[config.mk]
export PLATFORM = sky130hd
export DESIGN_NAME = swd_debug_port
export DESIGN_NICKNAME = d
export VERILOG_FILES = /design/src/swd_pkg.sv /design/src/swd_rst_sync.sv /design/src/swd_pin_sync.sv /design/src/swd_debug_port.sv
export SDC_FILE = /design/constraint.sdc
export NUM_CORES = 1
export LEC_CHECK = 0
export ABC_AREA = 1
export BUFFER_PORTS_ARGS = -buffer_cell sky130_fd_sc_hd__buf_2
export CAP_MARGIN = 20
export CORE_AREA = 3 3 90 92
export DETAILED_ROUTE_END_ITERATION = 8
export DIE_AREA = 0 0 93 95
export GPL_TIMING_DRIVEN = 0
export PLACE_DENSITY = 0.69
export SLEW_MARGIN = 10
export SYNTH_ARGS = -nofsm -noshare
export SYNTH_HDL_FRONTEND = slang
export SYNTH_SLANG_ARGS = --single-unit
[constraint.sdc]
create_clock -name clk -period 3.8 [get_ports clk]
set_clock_uncertainty 0.05 [all_clocks]
set_input_delay 0 -clock clk [delete_from_list [all_inputs] [get_ports clk]]
set_output_delay 0 -clock clk [all_outputs]
set_load 0.005 [all_outputs]
[src/swd_pkg.sv]
// Purpose: constants and types for the single-wire debug port logic
// Assumes: one 50 MHz clock, serial clock equals clk
// Notes: timing counts are in serial clock cycles
// Function
// - falling edge starts; long low is sync
// - after sync wait for rise, forever
// - short low pulse decodes as one bit
// - 512 cycles without edge soft resets
// - no handshake: read data expires after 512
// - handshake on: read wait has no time-out
// - after handshake pulse, 512 cycle time-out restarts
// - time-out active while transfer partly done
// - after soft reset next edge starts fresh
// - step runs one instruction then returns
// - pending interrupt: step only stacks interrupt
// - stepped stop/wait: low power, commands except halt still work
// - system stop blocks every debug command
// - leaving low power re-enters debug mode
// - no handshake pulse on the return from stepped stop/wait
// - system stop clears handshake enable
// - handshake disabled after reset
// - sync reply: wait 16, drive low 128
package swd_pkg;
  localparam int unsigned SWD_SYNC_MIN = 128;
  localparam int unsigned SWD_TIMEOUT = 512;
  localparam int unsigned SWD_REPLY_DLY = 16;
  localparam int unsigned SWD_REPLY_LOW = 128;
  localparam int unsigned SWD_ACK_LOW = 16;
  localparam int unsigned SWD_CNT_W = 10;
  localparam logic SWD_HS_RESET = 1'b0;
  typedef enum logic [2:0] {
    SWD_IDLE, SWD_LOW, SWD_SYNC_WAIT, SWD_REPLY_DELAY, SWD_REPLY_DRIVE,
    SWD_REPLY_SPEEDUP
  } swd_link_t;
  typedef enum logic [2:0] {
    SWD_DBG, SWD_STEP_RUN, SWD_STEP_LP, SWD_USER
  } swd_step_t;
endpackage

[src/swd_rst_sync.sv]
// Purpose: release of the asynchronous reset through two flops
// Assumes: rst_b active low
// Notes: assertion is immediate, release is synchronous
`timescale 1ns/10ps
module swd_rst_sync (
  input wire logic clk,
  input wire logic rst_b,
  output logic rst_sync_b
);
  logic stage;
  always_ff @(posedge clk or negedge rst_b) begin
    if (!rst_b) begin
      stage <= 1'b0;
      rst_sync_b <= 1'b0;
    end else begin
      stage <= 1'b1;
      rst_sync_b <= stage;
    end
  end
endmodule

[src/swd_pin_sync.sv]
// Purpose: two-flop synchroniser of the background pin with fall/rise
// Assumes: pin idles high
// Notes: edges come from the second and third stages only
`timescale 1ns/10ps
module swd_pin_sync (
  input wire logic clk,
  input wire logic rst_b,
  input wire logic pin_in,
  output logic pin_level,
  output logic pin_fall,
  output logic pin_rise
);
  logic meta;
  logic last;
  always_ff @(posedge clk or negedge rst_b) begin
    if (!rst_b) begin
      meta <= 1'b1;
      pin_level <= 1'b1;
      last <= 1'b1;
    end else begin
      meta <= pin_in;
      pin_level <= meta;
      last <= pin_level;
    end
  end
  assign pin_fall = last & ~pin_level;
  assign pin_rise = ~last & pin_level;
endmodule

[src/swd_debug_port.sv]
// Purpose: serial time-out, sync reply and single-step control
// Assumes: command decode outside; pulses below are one cycle
// Notes: pin output enable is low while this end drives the pin
`timescale 1ns/10ps
module swd_debug_port (
  input wire logic clk,
  input wire logic rst_b,
  input wire logic background_pin_in,
  output logic background_pin_out,
  output logic background_pin_oe_b,
  input wire logic cmd_partial,
  input wire logic cmd_done,
  input wire logic read_pending,
  input wire logic handshake_on_cmd,
  input wire logic handshake_off_cmd,
  input wire logic single_step_cmd,
  input wire logic halt_to_debug_cmd,
  input wire logic ack_request,
  input wire logic irq_pending,
  input wire logic instr_done,
  input wire logic instr_low_power,
  input wire logic low_power_exit,
  input wire logic system_stop,
  output logic bit_valid,
  output logic bit_value,
  output logic soft_reset,
  output logic sync_seen,
  output logic handshake_en,
  output logic cmd_allowed,
  output logic halt_allowed,
  output logic run_user,
  output logic stack_irq,
  output logic debug_active,
  output logic step_in_low_power
);
  import swd_pkg::*;

  localparam logic [SWD_CNT_W-1:0] SYNC_CNT = SWD_CNT_W'(SWD_SYNC_MIN);
  localparam logic [SWD_CNT_W-1:0] TO_CNT = SWD_CNT_W'(SWD_TIMEOUT);
  localparam logic [SWD_CNT_W-1:0] DLY_CNT = SWD_CNT_W'(SWD_REPLY_DLY);
  localparam logic [SWD_CNT_W-1:0] LOW_CNT = SWD_CNT_W'(SWD_REPLY_LOW);
  localparam logic [SWD_CNT_W-1:0] ACK_CNT = SWD_CNT_W'(SWD_ACK_LOW);
  localparam logic [SWD_CNT_W-1:0] HALF_CNT = SWD_CNT_W'(SWD_SYNC_MIN / 2);

  logic rst_sync_b;
  logic pin_level;
  logic pin_fall;
  logic pin_rise;
  swd_link_t link;
  swd_step_t step;
  logic [SWD_CNT_W-1:0] low_cnt;
  logic [SWD_CNT_W-1:0] edge_cnt;
  logic [SWD_CNT_W-1:0] drv_cnt;
  logic to_armed;
  logic hs_wait;
  logic timeout;
  logic ack_busy;
  logic ack_fire;
  logic suppress_ack;
  logic irq_step;
  logic host_fall;
  logic [SWD_CNT_W-1:0] ack_cnt;

  function automatic logic [SWD_CNT_W-1:0] sat_inc(
    input logic [SWD_CNT_W-1:0] v
  );
    sat_inc = (&v) ? v : v + SWD_CNT_W'(1);
  endfunction

  swd_rst_sync u_rst (
    .clk(clk),
    .rst_b(rst_b),
    .rst_sync_b(rst_sync_b)
  );

  swd_pin_sync u_pin (
    .clk(clk),
    .rst_b(rst_sync_b),
    .pin_in(background_pin_in),
    .pin_level(pin_level),
    .pin_fall(pin_fall),
    .pin_rise(pin_rise)
  );

  // own handshake pulse would otherwise read back as a host bit
  assign host_fall = pin_fall && (ack_cnt == '0);

  // host pulses are only watched while this end does not drive
  always_ff @(posedge clk or negedge rst_sync_b) begin
    if (!rst_sync_b) begin
      link <= SWD_IDLE;
      low_cnt <= '0;
      drv_cnt <= '0;
    end else begin
      unique case (link)
        SWD_IDLE: begin
          low_cnt <= '0;
          if (host_fall) begin
            link <= SWD_LOW;
          end
        end
        SWD_LOW: begin
          low_cnt <= sat_inc(low_cnt);
          if (pin_level) begin
            link <= SWD_IDLE;
          end else if (low_cnt >= SYNC_CNT) begin
            link <= SWD_SYNC_WAIT;
          end
        end
        SWD_SYNC_WAIT: begin
          drv_cnt <= '0;
          if (pin_level) begin
            link <= SWD_REPLY_DELAY;
          end
        end
        SWD_REPLY_DELAY: begin
          drv_cnt <= drv_cnt + SWD_CNT_W'(1);
          if (drv_cnt == DLY_CNT - SWD_CNT_W'(1)) begin
            drv_cnt <= '0;
            link <= SWD_REPLY_DRIVE;
          end
        end
        SWD_REPLY_DRIVE: begin
          drv_cnt <= drv_cnt + SWD_CNT_W'(1);
          if (drv_cnt == LOW_CNT - SWD_CNT_W'(1)) begin
            link <= SWD_REPLY_SPEEDUP;
          end
        end
        SWD_REPLY_SPEEDUP: begin
          link <= SWD_IDLE;
        end
        default: link <= SWD_IDLE;
      endcase
    end
  end

  // a pulse under half the sync length reads as a one
  always_ff @(posedge clk or negedge rst_sync_b) begin
    if (!rst_sync_b) begin
      bit_valid <= 1'b0;
      bit_value <= 1'b0;
      sync_seen <= 1'b0;
    end else begin
      bit_valid <= (link == SWD_LOW) && pin_level;
      bit_value <= low_cnt < HALF_CNT;
      sync_seen <= (link == SWD_LOW) && !pin_level &&
        (low_cnt >= SYNC_CNT);
    end
  end

  // inter-edge time-out; held off while a handshaked read waits
  always_ff @(posedge clk or negedge rst_sync_b) begin
    if (!rst_sync_b) begin
      edge_cnt <= '0;
      to_armed <= 1'b0;
      hs_wait <= 1'b0;
    end else begin
      if (host_fall || ack_fire || timeout || sync_seen || !to_armed) begin
        edge_cnt <= '0;
      end else if (to_armed && !hs_wait) begin
        edge_cnt <= sat_inc(edge_cnt);
      end
      to_armed <= (cmd_partial || read_pending) && !timeout &&
        !sync_seen;
      if (ack_fire || timeout || sync_seen || !read_pending) begin
        hs_wait <= 1'b0;
      end else if (cmd_done && handshake_en) begin
        hs_wait <= 1'b1;
      end
    end
  end
  assign timeout = to_armed && !hs_wait && (edge_cnt >= TO_CNT);
  always_ff @(posedge clk or negedge rst_sync_b) begin
    if (!rst_sync_b) begin
      soft_reset <= 1'b0;
    end else begin
      soft_reset <= timeout || sync_seen;
    end
  end

  // handshake enable register
  always_ff @(posedge clk or negedge rst_sync_b) begin
    if (!rst_sync_b) begin
      handshake_en <= SWD_HS_RESET;
    end else if (system_stop) begin
      handshake_en <= 1'b0;
    end else if (handshake_on_cmd) begin
      handshake_en <= 1'b1;
    end else if (handshake_off_cmd) begin
      handshake_en <= 1'b0;
    end
  end

  // single-step sequencing
  always_ff @(posedge clk or negedge rst_sync_b) begin
    if (!rst_sync_b) begin
      step <= SWD_DBG;
      suppress_ack <= 1'b0;
      stack_irq <= 1'b0;
      irq_step <= 1'b0;
    end else begin
      stack_irq <= 1'b0;
      unique case (step)
        SWD_DBG: begin
          if (single_step_cmd && cmd_allowed) begin
            suppress_ack <= 1'b0;
            step <= SWD_STEP_RUN;
            stack_irq <= irq_pending;
            irq_step <= irq_pending;
          end
        end
        SWD_STEP_RUN: begin
          if (instr_done && instr_low_power && !irq_step) begin
            suppress_ack <= 1'b1;
            step <= SWD_STEP_LP;
          end else if (instr_done) begin
            step <= SWD_DBG;
          end
        end
        SWD_STEP_LP: begin
          if (low_power_exit) begin
            step <= SWD_DBG;
          end
        end
        default: step <= SWD_DBG;
      endcase
    end
  end
  assign debug_active = step == SWD_DBG;
  // stacking only: no user instruction runs on an interrupt step
  assign run_user = step == SWD_STEP_RUN && !irq_step;
  assign step_in_low_power = step == SWD_STEP_LP;
  assign cmd_allowed = !system_stop;
  assign halt_allowed = !system_stop && !step_in_low_power;

  // handshake pulse; the stepped low-power return gets none
  assign ack_fire = ack_request && handshake_en && !ack_busy &&
    !(suppress_ack && step == SWD_STEP_LP && low_power_exit);
  always_ff @(posedge clk or negedge rst_sync_b) begin
    if (!rst_sync_b) begin
      ack_busy <= 1'b0;
    end else if (sync_seen) begin
      ack_busy <= 1'b0;
    end else if (ack_fire) begin
      ack_busy <= 1'b1;
    end else if (ack_busy && ack_cnt == SWD_CNT_W'(1)) begin
      ack_busy <= 1'b0;
    end
  end
  // one extra count for the high speedup cycle; sync aborts the pulse
  always_ff @(posedge clk or negedge rst_sync_b) begin
    if (!rst_sync_b) begin
      ack_cnt <= '0;
    end else if (sync_seen) begin
      ack_cnt <= '0;
    end else if (ack_fire) begin
      ack_cnt <= ACK_CNT + SWD_CNT_W'(1);
    end else if (ack_cnt != '0) begin
      ack_cnt <= ack_cnt - SWD_CNT_W'(1);
    end
  end

  always_comb begin
    background_pin_out = 1'b1;
    background_pin_oe_b = 1'b1;
    if (link == SWD_REPLY_DRIVE || ack_cnt > SWD_CNT_W'(1)) begin
      background_pin_out = 1'b0;
      background_pin_oe_b = 1'b0;
    end else if (link == SWD_REPLY_SPEEDUP || ack_cnt == SWD_CNT_W'(1)) begin
      background_pin_oe_b = 1'b0;
    end
  end
endmodule

Word-level counts from Yosys, hierarchy flattened

Cells that the tools add are included.

Equal/unequal tests: 21
Reduce and logical (&&, ||, !) cells: 62
Multiplexer cells: 38
Add/sub/neg operators: 4
Bitwise operators: 2
$lt $le $gt $ge: 4

Operators with widths:

| cell                                                               | count |
|---|---|
| 2-to-1 mux 10 bit                                                  | 8 |
| adder 10 x 1 -> 10 bit, second input constant                      | 3 |
| 2-to-1 mux 3 bit                                                   | 10 |
| one-hot mux 10 bit (3 select lines)                                | 1 |
| logical AND 1 bit                                                  | 20 |
| one-hot mux 10 bit (2 select lines)                                | 1 |
| AND reduction 10 bit                                               | 2 |
| 2-to-1 mux 1 bit                                                   | 15 |
| one-hot mux 3 bit (5 select lines)                                 | 1 |
| != test 2 bit, second input constant                               | 7 |
| nonzero test 3 bit                                                 | 4 |
| logical NOT 1 bit                                                  | 11 |
| logical OR 1 bit                                                   | 11 |
| equality test 10 x 1 -> 1 bit, second input constant               | 1 |
| equality test 10 x 4 -> 1 bit, second input constant               | 1 |
| equality test 10 x 7 -> 1 bit, second input constant               | 1 |
| greater-or-equal comparator 10 bit, second input constant          | 1 |
| greater-or-equal comparator 10 x 8 -> 1 bit, second input constant | 1 |
| > comparator 10 x 1 -> 1 bit, second input constant                | 1 |
| logical NOT 10 bit                                                 | 1 |
| less-than comparator 10 x 7 -> 1 bit, second input constant        | 1 |
| nonzero test 10 bit                                                | 1 |
| subtractor 10 x 1 -> 10 bit, second input constant                 | 1 |
| equality test 3 x 2 -> 1 bit, second input constant                | 3 |
| 14 further kinds                                                   | 24 |

Bits in registers: 62
Output and inout port bits: 13
Word-level logic and storage cells: 153

Longest topological paths before layout

Gate-level depths: netlist of the first run.

Depth in word-level cells: 11
Mapped depth: 10
Gate-level depth less buffers: 10

Hierarchy

A second synthesis of the first run with hierarchy kept.

Cell total of the unflattened synthesis: 427
Area total of the unflattened synthesis: 3334.4 um^2

Modules (own cells, without submodules):

| module         | cells an instance | area an instance (um^2) | instances |
|---|---|---|---|
| swd_debug_port | 417               | 3186.8                  | 1 |
| swd_pin_sync   | 7                 | 93.8                    | 1 |
| swd_rst_sync   | 3                 | 53.8                    | 1 |

Least setup slack after synthesis of the first run

OpenSTA, ideal clock, no wires.

Kind: reg2reg
Start: register low_cnt[0]
End: register low_cnt[7]
Cell stages (with the launch flop): 9
Data arrival time: 1.288 ns
Path slack: 2.335 ns
Period minus slack after synthesis: 1.465 ns
Path buffers: 0
Path through: dfrtp_1 > ha_1 > nand2_1 > nor2_1 > nand4_1 > nand2_1 > nand2_2 > inv_2 > o21ai_0

Cells in the longest elaborated chain, start to end: 3
Elaborated cells between the ends (all ways): 6
Classes of those cells: add/sub: 1; eq/ne: 1; mux: 2; reduce/logical: 2

RTL lines:

| what                                                                       | RTL line              | RTL |
|---|---|---|
| start, declared                                                            | swd_debug_port.sv:51  | `logic [SWD_CNT_W-1:0] low_cnt;` |
| start signal, assigned                                                     | swd_debug_port.sv:103 | `low_cnt <= sat_inc(low_cnt);` |
| adder 10 x 1 -> 10 bit or AND reduction 10 bit (tied branches)             | swd_debug_port.sv:67  | `sat_inc = (&v) ? v : v + SWD_CNT_W'(1);` |
| 2-to-1 mux 10 bit or != test 2 bit (tied branches)                         | --                    |  |
| one-hot mux 10 bit (2 select lines) or AND reduction 2 bit (tied branches) | --                    |  |

Several ways; a longest one is shown, not always the timed one. The select of a mux whose other input is x is not followed.
A chain may end at the register's enable or synchronous reset.

Worst setup path after layout of the first run

Start: register ack_cnt[0]
End: output background_pin_oe_b

Cells in the longest elaborated chain, start to end: 4
Elaborated cells between the ends (all ways): 6
Classes of those cells: order compare: 1; eq/ne: 1; mux: 2; reduce/logical: 2

RTL lines:

| what                                                                 | RTL line              | RTL |
|---|---|---|
| start, declared                                                      | swd_debug_port.sv:62  | `logic [SWD_CNT_W-1:0] ack_cnt;` |
| start signal, assigned                                               | swd_debug_port.sv:257 | `ack_cnt <= ACK_CNT + SWD_CNT_W'(1);` |
| start signal, assigned                                               | swd_debug_port.sv:259 | `ack_cnt <= ack_cnt - SWD_CNT_W'(1);` |
| branches (longest 3 deep; another with > comparator 10 x 1 -> 1 bit) | --                    |  |
| 2-to-1 mux 1 bit (*)                                                 | swd_debug_port.sv:266 | `if (link == SWD_REPLY_DRIVE \|\| ack_cnt > SWD_CNT_W'(1)) begin` |
| end, declared                                                        | swd_debug_port.sv:10  | `output logic background_pin_oe_b,` |

Mark *: on every way between the ends.

==> impl_metrics.csv, run 1 <==
group,metric,value,unit
setup_path,r2r_end,"hs_wait",
synthesis,synth_top_family_by_area,"simple AND/OR/NAND/NOR gates",
clocking,cts_inserted_buffers,9,
clocking,hold_buffers,17,
global_routing,grt_pass1_vias,2831,
sta,timing.slew.headroom,50.3,%
synthesis,post_synthesis_share_of_cell_area_spent_on_xor_and_xnor_gates,1.33,%
finish,finalNonFillerCells,586,
clocking,buffers_inserted_by_post_cts_timing_repair,0,
sta,timing.fmax,511,MHz
global_routing,globalRouteMet1Util,20.4,%
synthesis,ys_ff_latch,61,
pwr,pwr-share-comb,30.9,%
place,preCtsSetupSlack,2070,ps
synthesis,yosys-top-cells-area,"dfrtp_1 (44%), nand2_1 (11%), inv_1 (7.3%), nor2_1 (6.5%), nand3_1 (4.7%)",
synthesis,gate_count_post_synth,427,
floorplanning,dieHeight,95,um
status,run_status,"complete, no violations",
setup_path,critical_path_arrival,1910,ps
detailed_routing,wire_per_inst,11.7,um
place,gp_congestion,0.903,
sta,timing.setup.tns,0,ps
setup_path,reg2reg_slack,2020,ps
hold_path,worstHoldPathType,"input port to flip-flop",
global_routing,overflow,0,
sta,finalCritPeriodShare,51.5,%
global_routing,gr-usage-met2,30.4,%
pwr,power.switching,0.833,mW
floorplanning,design.core.area,0.00729,mm2
sta,rsz0062_at_grt,"no",
sta,timing.final.hold_violations,0,
global_routing,antenna_found_initial,0,
pwr,power,2.21,mW
pwr,power.share.sequential,41.5,%
floorplanning,std_cell_rows,31,
global_routing,grt_start_max_net_pins,60,
setup_path,path_max_fanout,4,
synthesis,synth.yosys.warnings,0,
synthesis,syn_nets,451,
synthesis,top_area_cell_type_share_of_the_netlist_area,44.1,%
place,placed_cell_areas,0.00356,mm2
setup_path,timing.critical_path.cells,"inv_1, ha_1, inv_1, nor2_1, nand2_1, a21oi_1, nand3_1, inv_1, buf_2",
synthesis,netlist.top_cell.by_area,"dfrtp_1",
floorplanning,die_w,93,um
setup_path,critical_path.startpoint_type,"flip-flop",
sta,worst_slack,1840,ps
clocking,cts_sinks,61,
pwr,power_per_cell_area,561,mW/mm2
global_routing,grt_pass1_wl,12100,um
clocking,clkTransAtPathRegs,70,ps
clocking,cts.htree.levels,3,
setup_path,register_to_register_path_depth,6,
pwr,vdd_drop_max,0.000304,V
synthesis,post_synth_mux_area_share,0,%
detailed_routing,via_count,2879,
global_routing,groute.usage.overall,17.1,%
pwr,internal_power,1.38,mW
finish,flow.area_growth_from_synthesis,19.6,%
hold_path,startpoint_of_the_worst_hold_path,"ack_request",
place,dpl.cell_count,553,
synthesis,post_synthesis_compound_gate_area_fraction,8.43,%
finish,insertedDiodeCount,0,
setup_path,worst_path_max_delay_cell,"dfrtp_1",
clocking,cts_tree,"done",
floorplanning,floorplan.initialDensity,45.2,%
detailed_routing,detail-route-antenna-nets,0,
finish,layout_common_cells,"nand2_1 (95), inv_1 (64), nor2_1 (57), dfrtp_1 (57), nand3_1 (31)",
setup_path,critical_path_class,"flip-flop to output port",
hold_path,hold_path_depth,5,
setup_path,critical_path.most_common_cell,"inv_1",
detailed_routing,route.detailed.vias_per_inst,4.91,
setup_path,required_time_reported_for_the_critical_path_endpoint,3750,ps
detailed_routing,count_of_unresolved_drc_violations_after_routing,0,
floorplanning,die_area,0.00884,mm2
clocking,clk-insertion-delay-late,340,ps
sta,period_needed,1960,ps
setup_path,regToRegStartpoint,"step[0]",
job,maxCapViolCount,0,
clocking,cts.repair.resized,0,
setup_path,crit_path_max_incr_delay,410,ps
detailed_routing,detailedRoute.firstIterationViolations,82,
synthesis,post_synth.cell_area_avg,7.72,um2
synthesis,synth.yosys.seq_area_share,46.4,%
place,placement.io_buffers,27,
pwr,pwr-share-clk,27.6,%
global_routing,groute.layer.met3.usage,5.18,%
finish,fin_util,54.0,%
sta,finalHoldWorstSlack,76.5,ps
pwr,p_sw_share,37.7,%
setup_path,timing.critical_path.to_type,"output port",
place,post-dp-hpwl,4730,um
hold_path,timing.hold.worst_endpoint,"ack_busy",
synthesis,adder_cell_fraction_of_synth_area,3.04,%
sta,setup_viol_count_final,0,
sta,final-max-slew-violation-count,0,
clocking,clockBufferDepth,2,
synthesis,synth_cell_types,34,
finish,mostFrequentLayoutCell,"nand2_1",
global_routing,top_usage_layer,"met2",
synthesis,synth-simple-area-share,32.9,%
detailed_routing,first_pass_iters,4,
finish,design.final.nets,506,
floorplanning,io_pins,29,
synthesis,syn-cell-area,0.00329,mm2
clocking,library_cell_used_as_clock_root_buffer,"clkbuf_8",
finish,final_design_area_no_fill,0.00394,mm2
sta,worst_pin_slew,745,ps
detailed_routing,route.final.wire_length,6840,um
finish,fraction_of_layout_cells_with_a_size_suffix_above_1,15.4,%
pwr,total_leakage_power,1.98,nW
## final cells by class
type	instances	area (um2)
clock buffers	13	169
clock inverters	3	42.5
fillers	690	3350
inverters	68	255
multi-input cells	298	1510
flip-flops and latches	61	1530
well taps	99	124
repair buffers	44	305
## cells in the mapped netlist
library cell	number
a21oi_1	14
a31o_2	1
conb_1	1
dfrtp_1	58
dfstp_2	3
ha_1	8
inv_1	64
inv_2	4
nand2_1	95
nand2_2	8
nand2_4	2
nand3_1	31
nand3_2	3
nand3_4	1
nand3b_1	1
nand4_1	12
nand4_2	1
nor2_1	57
nor2_2	6
nor2_4	2
nor3_1	10
nor3b_1	1
nor4_1	2
o211ai_1	2
o21a_1	1
o21ai_0	23
o21ai_1	2
o21bai_1	2
o221ai_1	1
o22ai_1	2
o31ai_1	2
or2_1	1
or2_2	1
xor2_1	5
## power groups by stage
stage	clock, mW	combinational, mW	sequential (mW)
detailed placement	0	0.665	0.929
global route	0.652	0.793	0.943
floorplan	0	0.522	0.897
global placement	0	0.640	0.923
finish	0.609	0.683	0.916
CTS	0.624	0.684	0.917
## routing by layer
layer  vias up  part of all wire, %
met4         0                 0.99
met1      1335                   47
met2        57                   47
met5         -                    0
li1       1479                    -
met3         8                  5.2
## flip-flops by register name (all words and copies together) (netlist names), 2 cells and up
| name | cells |
|---|---|
| edge_cnt | 10 |
| low_cnt | 10 |
| step | 2 |
| ack_cnt | 10 |
| drv_cnt | 10 |
| link | 3 |
## logic make-up (layout without fill, tap and decap cells)
| family | count (synthesis) | in the layout |
|---|---|---|
| buf+inv | 68 | 128 |
| compound gates | 50 | 50 |
| flops | 61 | 61 |
| other cells | 1 | 1 |
| xor+xnor | 5 | 5 |
| fa+ha+maj | 8 | 8 |
| simple gates | 234 | 234 |
## critical path: cells and delay by family, from the launching register on
kind,cells,cell delay [ps]
flops,1,410
buf+inv,4,370
compound gates,1,200
simple gates,3,350
fa+ha+maj,1,220
## how the worst max path moves through the flow
stage	from	to
floorplan	u_rst.rst_sync_b	ack_busy
global placement	u_rst.rst_sync_b	edge_cnt[8]
detailed placement	low_cnt[0]	low_cnt[7]
CTS	ack_cnt[0]	background_pin_oe_b
global route	ack_cnt[0]	background_pin_oe_b
finish	ack_cnt[0]	background_pin_oe_b
No activity file was read; power rests on OpenSTA's default activity.
==> run 2: changes to the inputs <==
--- a/config.mk
+++ b/config.mk
@@ -5,14 +5,14 @@
 export SDC_FILE = /design/constraint.sdc
 export NUM_CORES = 1
 export LEC_CHECK = 0
-export ABC_AREA = 1
+export ABC_AREA = 0
 export BUFFER_PORTS_ARGS = -buffer_cell sky130_fd_sc_hd__buf_2
 export CAP_MARGIN = 20
-export CORE_AREA = 3 3 90 92
+export CORE_AREA = 3 3 89 91
 export DETAILED_ROUTE_END_ITERATION = 8
-export DIE_AREA = 0 0 93 95
+export DIE_AREA = 0 0 92 94
 export GPL_TIMING_DRIVEN = 0
-export PLACE_DENSITY = 0.69
+export PLACE_DENSITY = 0.71
 export SLEW_MARGIN = 10
 export SYNTH_ARGS = -nofsm -noshare
 export SYNTH_HDL_FRONTEND = slang
==> constraint.sdc (replaced) <==
create_clock -name clk -period 1.8 [get_ports clk]
set_clock_uncertainty 0.05 [all_clocks]
set_input_delay 0 -clock clk [delete_from_list [all_inputs] [get_ports clk]]
set_output_delay 0 -clock clk [all_outputs]
set_load 0.005 [all_outputs]
==> run 2 against run 1 <==
The flow now finishes with violations (negative setup slack). Via count shrank 5.7%. Clock power is 130% higher. Non-clock buffer count rose by 23. Wire length is 8.2% higher. First-iteration DRC count rose by 68%. Final cell count shrank 15%. Sequential share of layout area is 1.6 points lower. Synthesized area fell by 2.7%. Register-to-register slack worse by 2200 ps. Sequential power up 100%. Hold slack better by 46 ps. Utilization grew 3.0 points. Largest power group unchanged.
==> impl_metrics.csv, run 2 <==
group,metric,value,unit
status,run_status,"finished with violations",
status,failed_checks,"negative setup slack",
clocking,cts_sinks,61,
job,maxCapViolCount,0,
finish,fraction_of_layout_cells_with_a_size_suffix_above_1,26.3,%
finish,layout_common_cells,"dfrtp_1 (55), nor2_1 (33), buf_2 (27)",
synthesis,synth_edf_count,0,
sta,timing.fmax,513,MHz
synthesis,yosys-top-cells-count,"dfrtp_1 (58), nor2_1 (33), inv_1 (22)",
setup_path,reg2reg_slack,-150,ps
detailed_routing,wire_per_inst,14.8,um
setup_path,timing.critical_path.cells,"or4_4, nor4_4, or3_4, buf_6, nor2_1",
detailed_routing,via_count,2716,
setup_path,path_delay_family,"simple AND/OR/NAND/NOR gates",
clocking,cts.htree.levels,3,
synthesis,synth_cell_types,60,
synthesis,yosys-top-cells-area,"dfrtp_1 (45%), nor2_1 (3.9%), ha_1 (3.1%), a21oi_1 (2.8%), nand3_1 (2.8%)",
pwr,power.switching,1.41,mW
synthesis,syn-cell-area,0.00321,mm2
clocking,clkTransAtPathRegs,70,ps
floorplanning,dieHeight,94,um
floorplanning,io_pins,29,
pwr,pwr-share-clk,31.2,%
sta,worst_slack,-148,ps
place,post-dp-hpwl,4580,um
detailed_routing,first_pass_iters,4,
finish,insertedDiodeCount,0,
detailed_routing,count_of_unresolved_drc_violations_after_routing,0,
setup_path,worst_path_max_delay_cell,"or4_4",
synthesis,ys_async_sr_fraction,100,%
hold_path,timing.hold.worst_endpoint,"ack_cnt[6]",
synthesis,netlist.top_cell.by_area,"dfrtp_1",
global_routing,grt_start_max_net_pins,60,
sta,period_needed,1950,ps
pwr,vdd_drop_max,0.000482,V
sta,rsz0062_at_grt,"yes",
pwr,power,4.44,mW
sta,worst_pin_slew,767,ps
synthesis,synth_flop_cell,"dfrtp_1",
sta,setup_viol_count_final,18,
setup_path,critical_path_class,"flip-flop to flip-flop",
sta,final-max-slew-violation-count,0,
sta,timing.setup.tns,-1910,ps
synthesis,post_synth.cell_area_avg,9.86,um2
hold_path,worstHoldPathType,"input port to flip-flop",
synthesis,top_area_cell_type_share_of_the_netlist_area,45.3,%
sta,finalCritPeriodShare,108,%
synthesis,ys_ff_latch,61,
pwr,power_per_cell_area,1080,mW/mm2
floorplanning,floorplan.initialDensity,44.4,%
global_routing,grt_pass1_vias,2664,
setup_path,critical_path.startpoint_type,"flip-flop",
pwr,pwr-share-comb,26.8,%
setup_path,regToRegStartpoint,"ack_cnt[5]",
finish,design.final.nets,418,
hold_path,hold_path_depth,4,
pwr,total_leakage_power,1.79,nW
synthesis,syn_nets,349,
synthesis,synth.yosys.warnings,0,
place,gp_congestion,0.803,
global_routing,overflow,0,
pwr,internal_power,3.03,mW
detailed_routing,detail-route-antenna-nets,0,
pwr,p_sw_share,31.7,%
floorplanning,die_w,92,um
setup_path,required_time_reported_for_the_critical_path_endpoint,1980,ps
finish,flow.area_growth_from_synthesis,28.4,%
synthesis,synth.yosys.seq_area_share,47.7,%
floorplanning,die_area,0.00865,mm2
clocking,cts_inserted_buffers,9,
setup_path,crit_path_max_incr_delay,620,ps
sta,finalHoldWorstSlack,123,ps
setup_path,timing.critical_path.to_type,"flip-flop",
clocking,cts_tree,"done",
setup_path,r2r_end,"edge_cnt[0]",
clocking,clockBufferDepth,2,
finish,fin_util,57.1,%
setup_path,register_to_register_path_depth,5,
floorplanning,design.core.area,0.00721,mm2
detailed_routing,detailedRoute.firstIterationViolations,138,
synthesis,synth_most_common_cell,"dfrtp_1",
global_routing,grt_pass1_wl,12200,um
pwr,power.share.sequential,42.0,%
clocking,clk-insertion-delay-late,340,ps
synthesis,gate_count_post_synth,325,
setup_path,critical_path_arrival,2130,ps
global_routing,groute.usage.overall,17.9,%
place,placement.io_buffers,27,
floorplanning,std_cell_rows,31,
setup_path,path_max_fanout,5,
detailed_routing,route.final.wire_length,7390,um
detailed_routing,route.detailed.vias_per_inst,5.45,
global_routing,antenna_found_initial,0,
setup_path,critical_path.n_buffers_inverters,1,
hold_path,startpoint_of_the_worst_hold_path,"ack_request",
finish,mostFrequentLayoutCell,"dfrtp_1",
clocking,library_cell_used_as_clock_root_buffer,"clkbuf_8",
sta,timing.final.hold_violations,0,
sta,timing.slew.headroom,48.9,%
-- run 2: metal layers --
metal | up-vias | GRT usage [%] | part of all wire [%]
met5 | - | 0 | 0
met4 | 0 | 5.69 | 1.4
met3 | 14 | 5.85 | 4.1
met2 | 52 | 30.0 | 50
met1 | 1330 | 21.9 | 44
li1 | 1320 | - | -
-- run 2: final cells by class --
class	count	area (um2)
Sequential cell	61	1540
Inverter	22	82.6
Clock inverter	4	70.1
Buffer	7	47.5
Multi-Input combinational cell	233	1660
Tap cell	99	124
Timing Repair Buffer	60	439
Fill cell	609	3100
Clock buffer	12	155
-- run 2: logic make-up after synthesis --
kind of cell / count (synthesis) / synth area share (%)
xor+xnor: 15 / 4.10
mux: 6 / 1.99
other cells: 1 / 0.117
simple gates: 133 / 23.2
fa+ha+maj: 8 / 3.12
flops: 61 / 47.7
buf+inv: 31 / 4.37
compound gates: 70 / 15.3
-- run 2: power groups by stage --
stage               logic [mW]  clock network, mW  registers [mW]
global placement         0.804                  0            1.83
finish                    1.19               1.39            1.87
detailed placement       0.849                  0            1.84
floorplan                0.679                  0            1.78
CTS                       1.06               1.41            1.82
global route              1.31               1.48            1.89
-- run 2: stage by stage --
stage	instance area, um2	instances	setup WS (ps)
3_5_place_dp	3470	451	-299
4_1_cts	4010	494	-97.2
2_1_floorplan	3210	325	-117
5_1_grt	4120	498	-241
6_report	4120	498	-148
3_3_place_gp	3470	451	-248
-- run 2: what timing repair did --
action	CTS	global route
setup buffers	10	4
gates cloned	1	0
pin swaps	8	10
hold buffers	18	0
endpoints found under the setup margin	22	31
hold endpoints to repair	11	0
resized for setup	16	22
-- run 2: worst register-to-register path, cell delays in order, from the launching register on --
cell	delay (ps)
dfrtp_1	460
or4_4	620
nor4_4	330
or3_4	200
buf_6	120
nor2_1	50
-- run 2: worst max path at each step --
| stage | from | depth (start not counted) | to |
|---|---|---|---|
| final | ack_cnt[5] | 5 | edge_cnt[0] |
| after global routing | ack_cnt[0] | 7 | ack_cnt[7] |
| after CTS | ack_cnt[1] | 7 | edge_cnt[0] |
| after detailed placement | ack_cnt[0] | 7 | ack_cnt[1] |
| after global placement | ack_cnt[0] | 8 | edge_cnt[5] |
| after floorplan | ack_cnt[0] | 7 | ack_cnt[1] |
==> run 3: changes to the inputs <==
==> constraint.sdc (replaced) <==
create_clock -name clk -period 1.8 [get_ports clk]
set_clock_uncertainty 0.05 [all_clocks]
set_input_delay 0 -clock clk [delete_from_list [all_inputs] [get_ports clk]]
set_output_delay 0 -clock clk [all_outputs]
set_load 0.02 [all_outputs]
==> run 3 against run 2 <==
The run still ends with negative setup slack left. Register-to-register slack improved by 20 ps. Clock power about the same. Sequential power about the same. First-iteration DRC count decreased by 14%. Worst setup slack improved by 22 ps. Critical path depth unchanged. Fmax increased by 1.1%. Largest power group unchanged.
==> impl_metrics.csv, run 3 (synthesis gave the netlist of run 2 again) <==
group,metric,value,unit
status,run_status,"finished with violations",
status,failed_checks,"negative setup slack",
place,placement.io_buffers,27,
pwr,power,4.48,mW
sta,setup_viol_count_final,19,
clocking,cts_inserted_buffers,9,
global_routing,grt_start_max_net_pins,60,
sta,timing.final.hold_violations,0,
finish,mostFrequentLayoutCell,"dfrtp_1",
global_routing,groute.usage.overall,17.7,%
finish,fraction_of_layout_cells_with_a_size_suffix_above_1,27.8,%
floorplanning,std_cell_rows,31,
clocking,clkTransAtPathRegs,70,ps
pwr,total_leakage_power,1.79,nW
sta,rsz0062_at_grt,"yes",
clocking,clockBufferDepth,2,
pwr,power.switching,1.43,mW
pwr,pwr-share-comb,27.8,%
sta,finalCritPeriodShare,107,%
sta,timing.slew.headroom,50.0,%
setup_path,r2r_end,"edge_cnt[5]",
setup_path,timing.critical_path.to_type,"flip-flop",
finish,design.final.nets,419,
clocking,clk-insertion-delay-late,350,ps
floorplanning,dieHeight,94,um
finish,filler_instances,599,
clocking,cts.htree.levels,3,
detailed_routing,route.final.wire_length,7380,um
global_routing,grt_pass1_wl,12100,um
hold_path,hold_path_depth,4,
detailed_routing,detailedRoute.firstIterationViolations,118,
sta,worst_slack,-126,ps
detailed_routing,via_count,2679,
finish,flow.area_growth_from_synthesis,29.2,%
floorplanning,floorplan.initialDensity,44.4,%
job,maxCapViolCount,0,
pwr,vdd_drop_max,0.000503,V
detailed_routing,first_pass_iters,5,
setup_path,required_time_reported_for_the_critical_path_endpoint,1970,ps
setup_path,reg2reg_slack,-130,ps
clocking,cts_tree,"done",
global_routing,grt_pass1_vias,2638,
global_routing,antenna_found_initial,0,
setup_path,critical_path_class,"flip-flop to flip-flop",
sta,period_needed,1930,ps
place,gp_congestion,0.803,
setup_path,register_to_register_path_depth,5,
clocking,library_cell_used_as_clock_root_buffer,"clkbuf_8",
sta,timing.fmax,519,MHz
finish,layout_common_cells,"dfrtp_1 (55), nor2_1 (31), buf_2 (26)",
sta,worst_pin_slew,751,ps
floorplanning,io_pins,29,
detailed_routing,wire_per_inst,14.8,um
place,preCtsSetupSlack,-299,ps
setup_path,timing.critical_path.from,"ack_cnt[5]",
detailed_routing,route.detailed.vias_per_inst,5.37,
place,post-dp-hpwl,4580,um
floorplanning,die_w,92,um
hold_path,worstHoldPathType,"input port to flip-flop",
sta,timing.setup.tns,-1710,ps
finish,insertedDiodeCount,0,
detailed_routing,count_of_unresolved_drc_violations_after_routing,0,
floorplanning,die_area,0.00865,mm2
pwr,pwr-share-clk,31.0,%
clocking,cts_sinks,61,
setup_path,regToRegStartpoint,"ack_cnt[5]",
sta,finalHoldWorstSlack,123,ps
global_routing,overflow,0,
pwr,internal_power,3.05,mW
hold_path,timing.hold.worst_endpoint,"ack_cnt[8]",
setup_path,critical_path_arrival,2090,ps
detailed_routing,detail-route-antenna-nets,0,
sta,final-max-slew-violation-count,0,
setup_path,path_max_fanout,5,
setup_path,critical_path.startpoint_type,"flip-flop",
pwr,power_per_cell_area,1080,mW/mm2
hold_path,startpoint_of_the_worst_hold_path,"ack_request",
floorplanning,design.core.area,0.00721,mm2
pwr,p_sw_share,31.9,%
pwr,power.share.sequential,41.2,%
==> run 3: area by class of cell <==
cell class	count	area [um2]	area share, %
tap	99	124	2.99
multi-input combinational	233	1680	40.5
timing repair buffer	61	449	10.8
buffer	7	47.5	1.15
sequential	61	1540	37.1
inverter	22	82.6	1.99
clock inverter	4	70.1	1.69
clock buffer	12	155	3.75
==> run 3: layer usage <==
metal	vias up	track usage, %	routed length, um
li1	1319	-	-
met1	1312	21.9	3300
met2	32	29.4	3680
met3	16	5.85	252
met4	0	5.69	144
met5	-	0	0
==> run 3: repair_timing <==
action | CTS | global route
setup buffers | 10 | 5
pin swaps | 9 | 17
resized for setup | 19 | 24
endpoints found under the setup margin | 23 | 31
hold buffers | 18 | 0
hold endpoints to repair | 11 | 0
cloned | 1 | 0
==> run 3: worst max path at each step <==
stage                  endpoint  cells after the start  slack [ps]
finish              edge_cnt[5]                      5        -130
detailed placement   ack_cnt[1]                      7        -300
floorplan            ack_cnt[1]                      7        -120
CTS                 edge_cnt[0]                      7        -100
global route         ack_cnt[7]                      7        -240
global placement    edge_cnt[5]                      8        -250
==> run 3: critical path, stage by stage, from the launching register on <==
cell     delay, ps
dfrtp_1        440
or4_4          610
nor4_4         330
or3_4          200
buf_6          130
a21oi_2         30
==> run 3: power by group through the flow <==
stage               Combinational, mW  Clock (mW)  Sequential [mW]
floorplan                       0.701           0             1.78
global placement                0.830           0             1.83
detailed placement              0.875           0             1.84
CTS                              1.11        1.41             1.83
global route                     1.37        1.48             1.87
finish                           1.25        1.39             1.85
==> run 3: per-stage QoR <==
| step | instance area, um2 | util, % | instances |
|---|---|---|---|
| after floorplan | 3210 | - | 325 |
| after global placement | 3470 | 48.1 | 451 |
| after detailed placement | 3470 | 48.1 | 451 |
| after CTS | 4030 | 55.8 | 494 |
| after global routing | 4140 | 57.4 | 499 |
| final | 4140 | 57.4 | 499 |
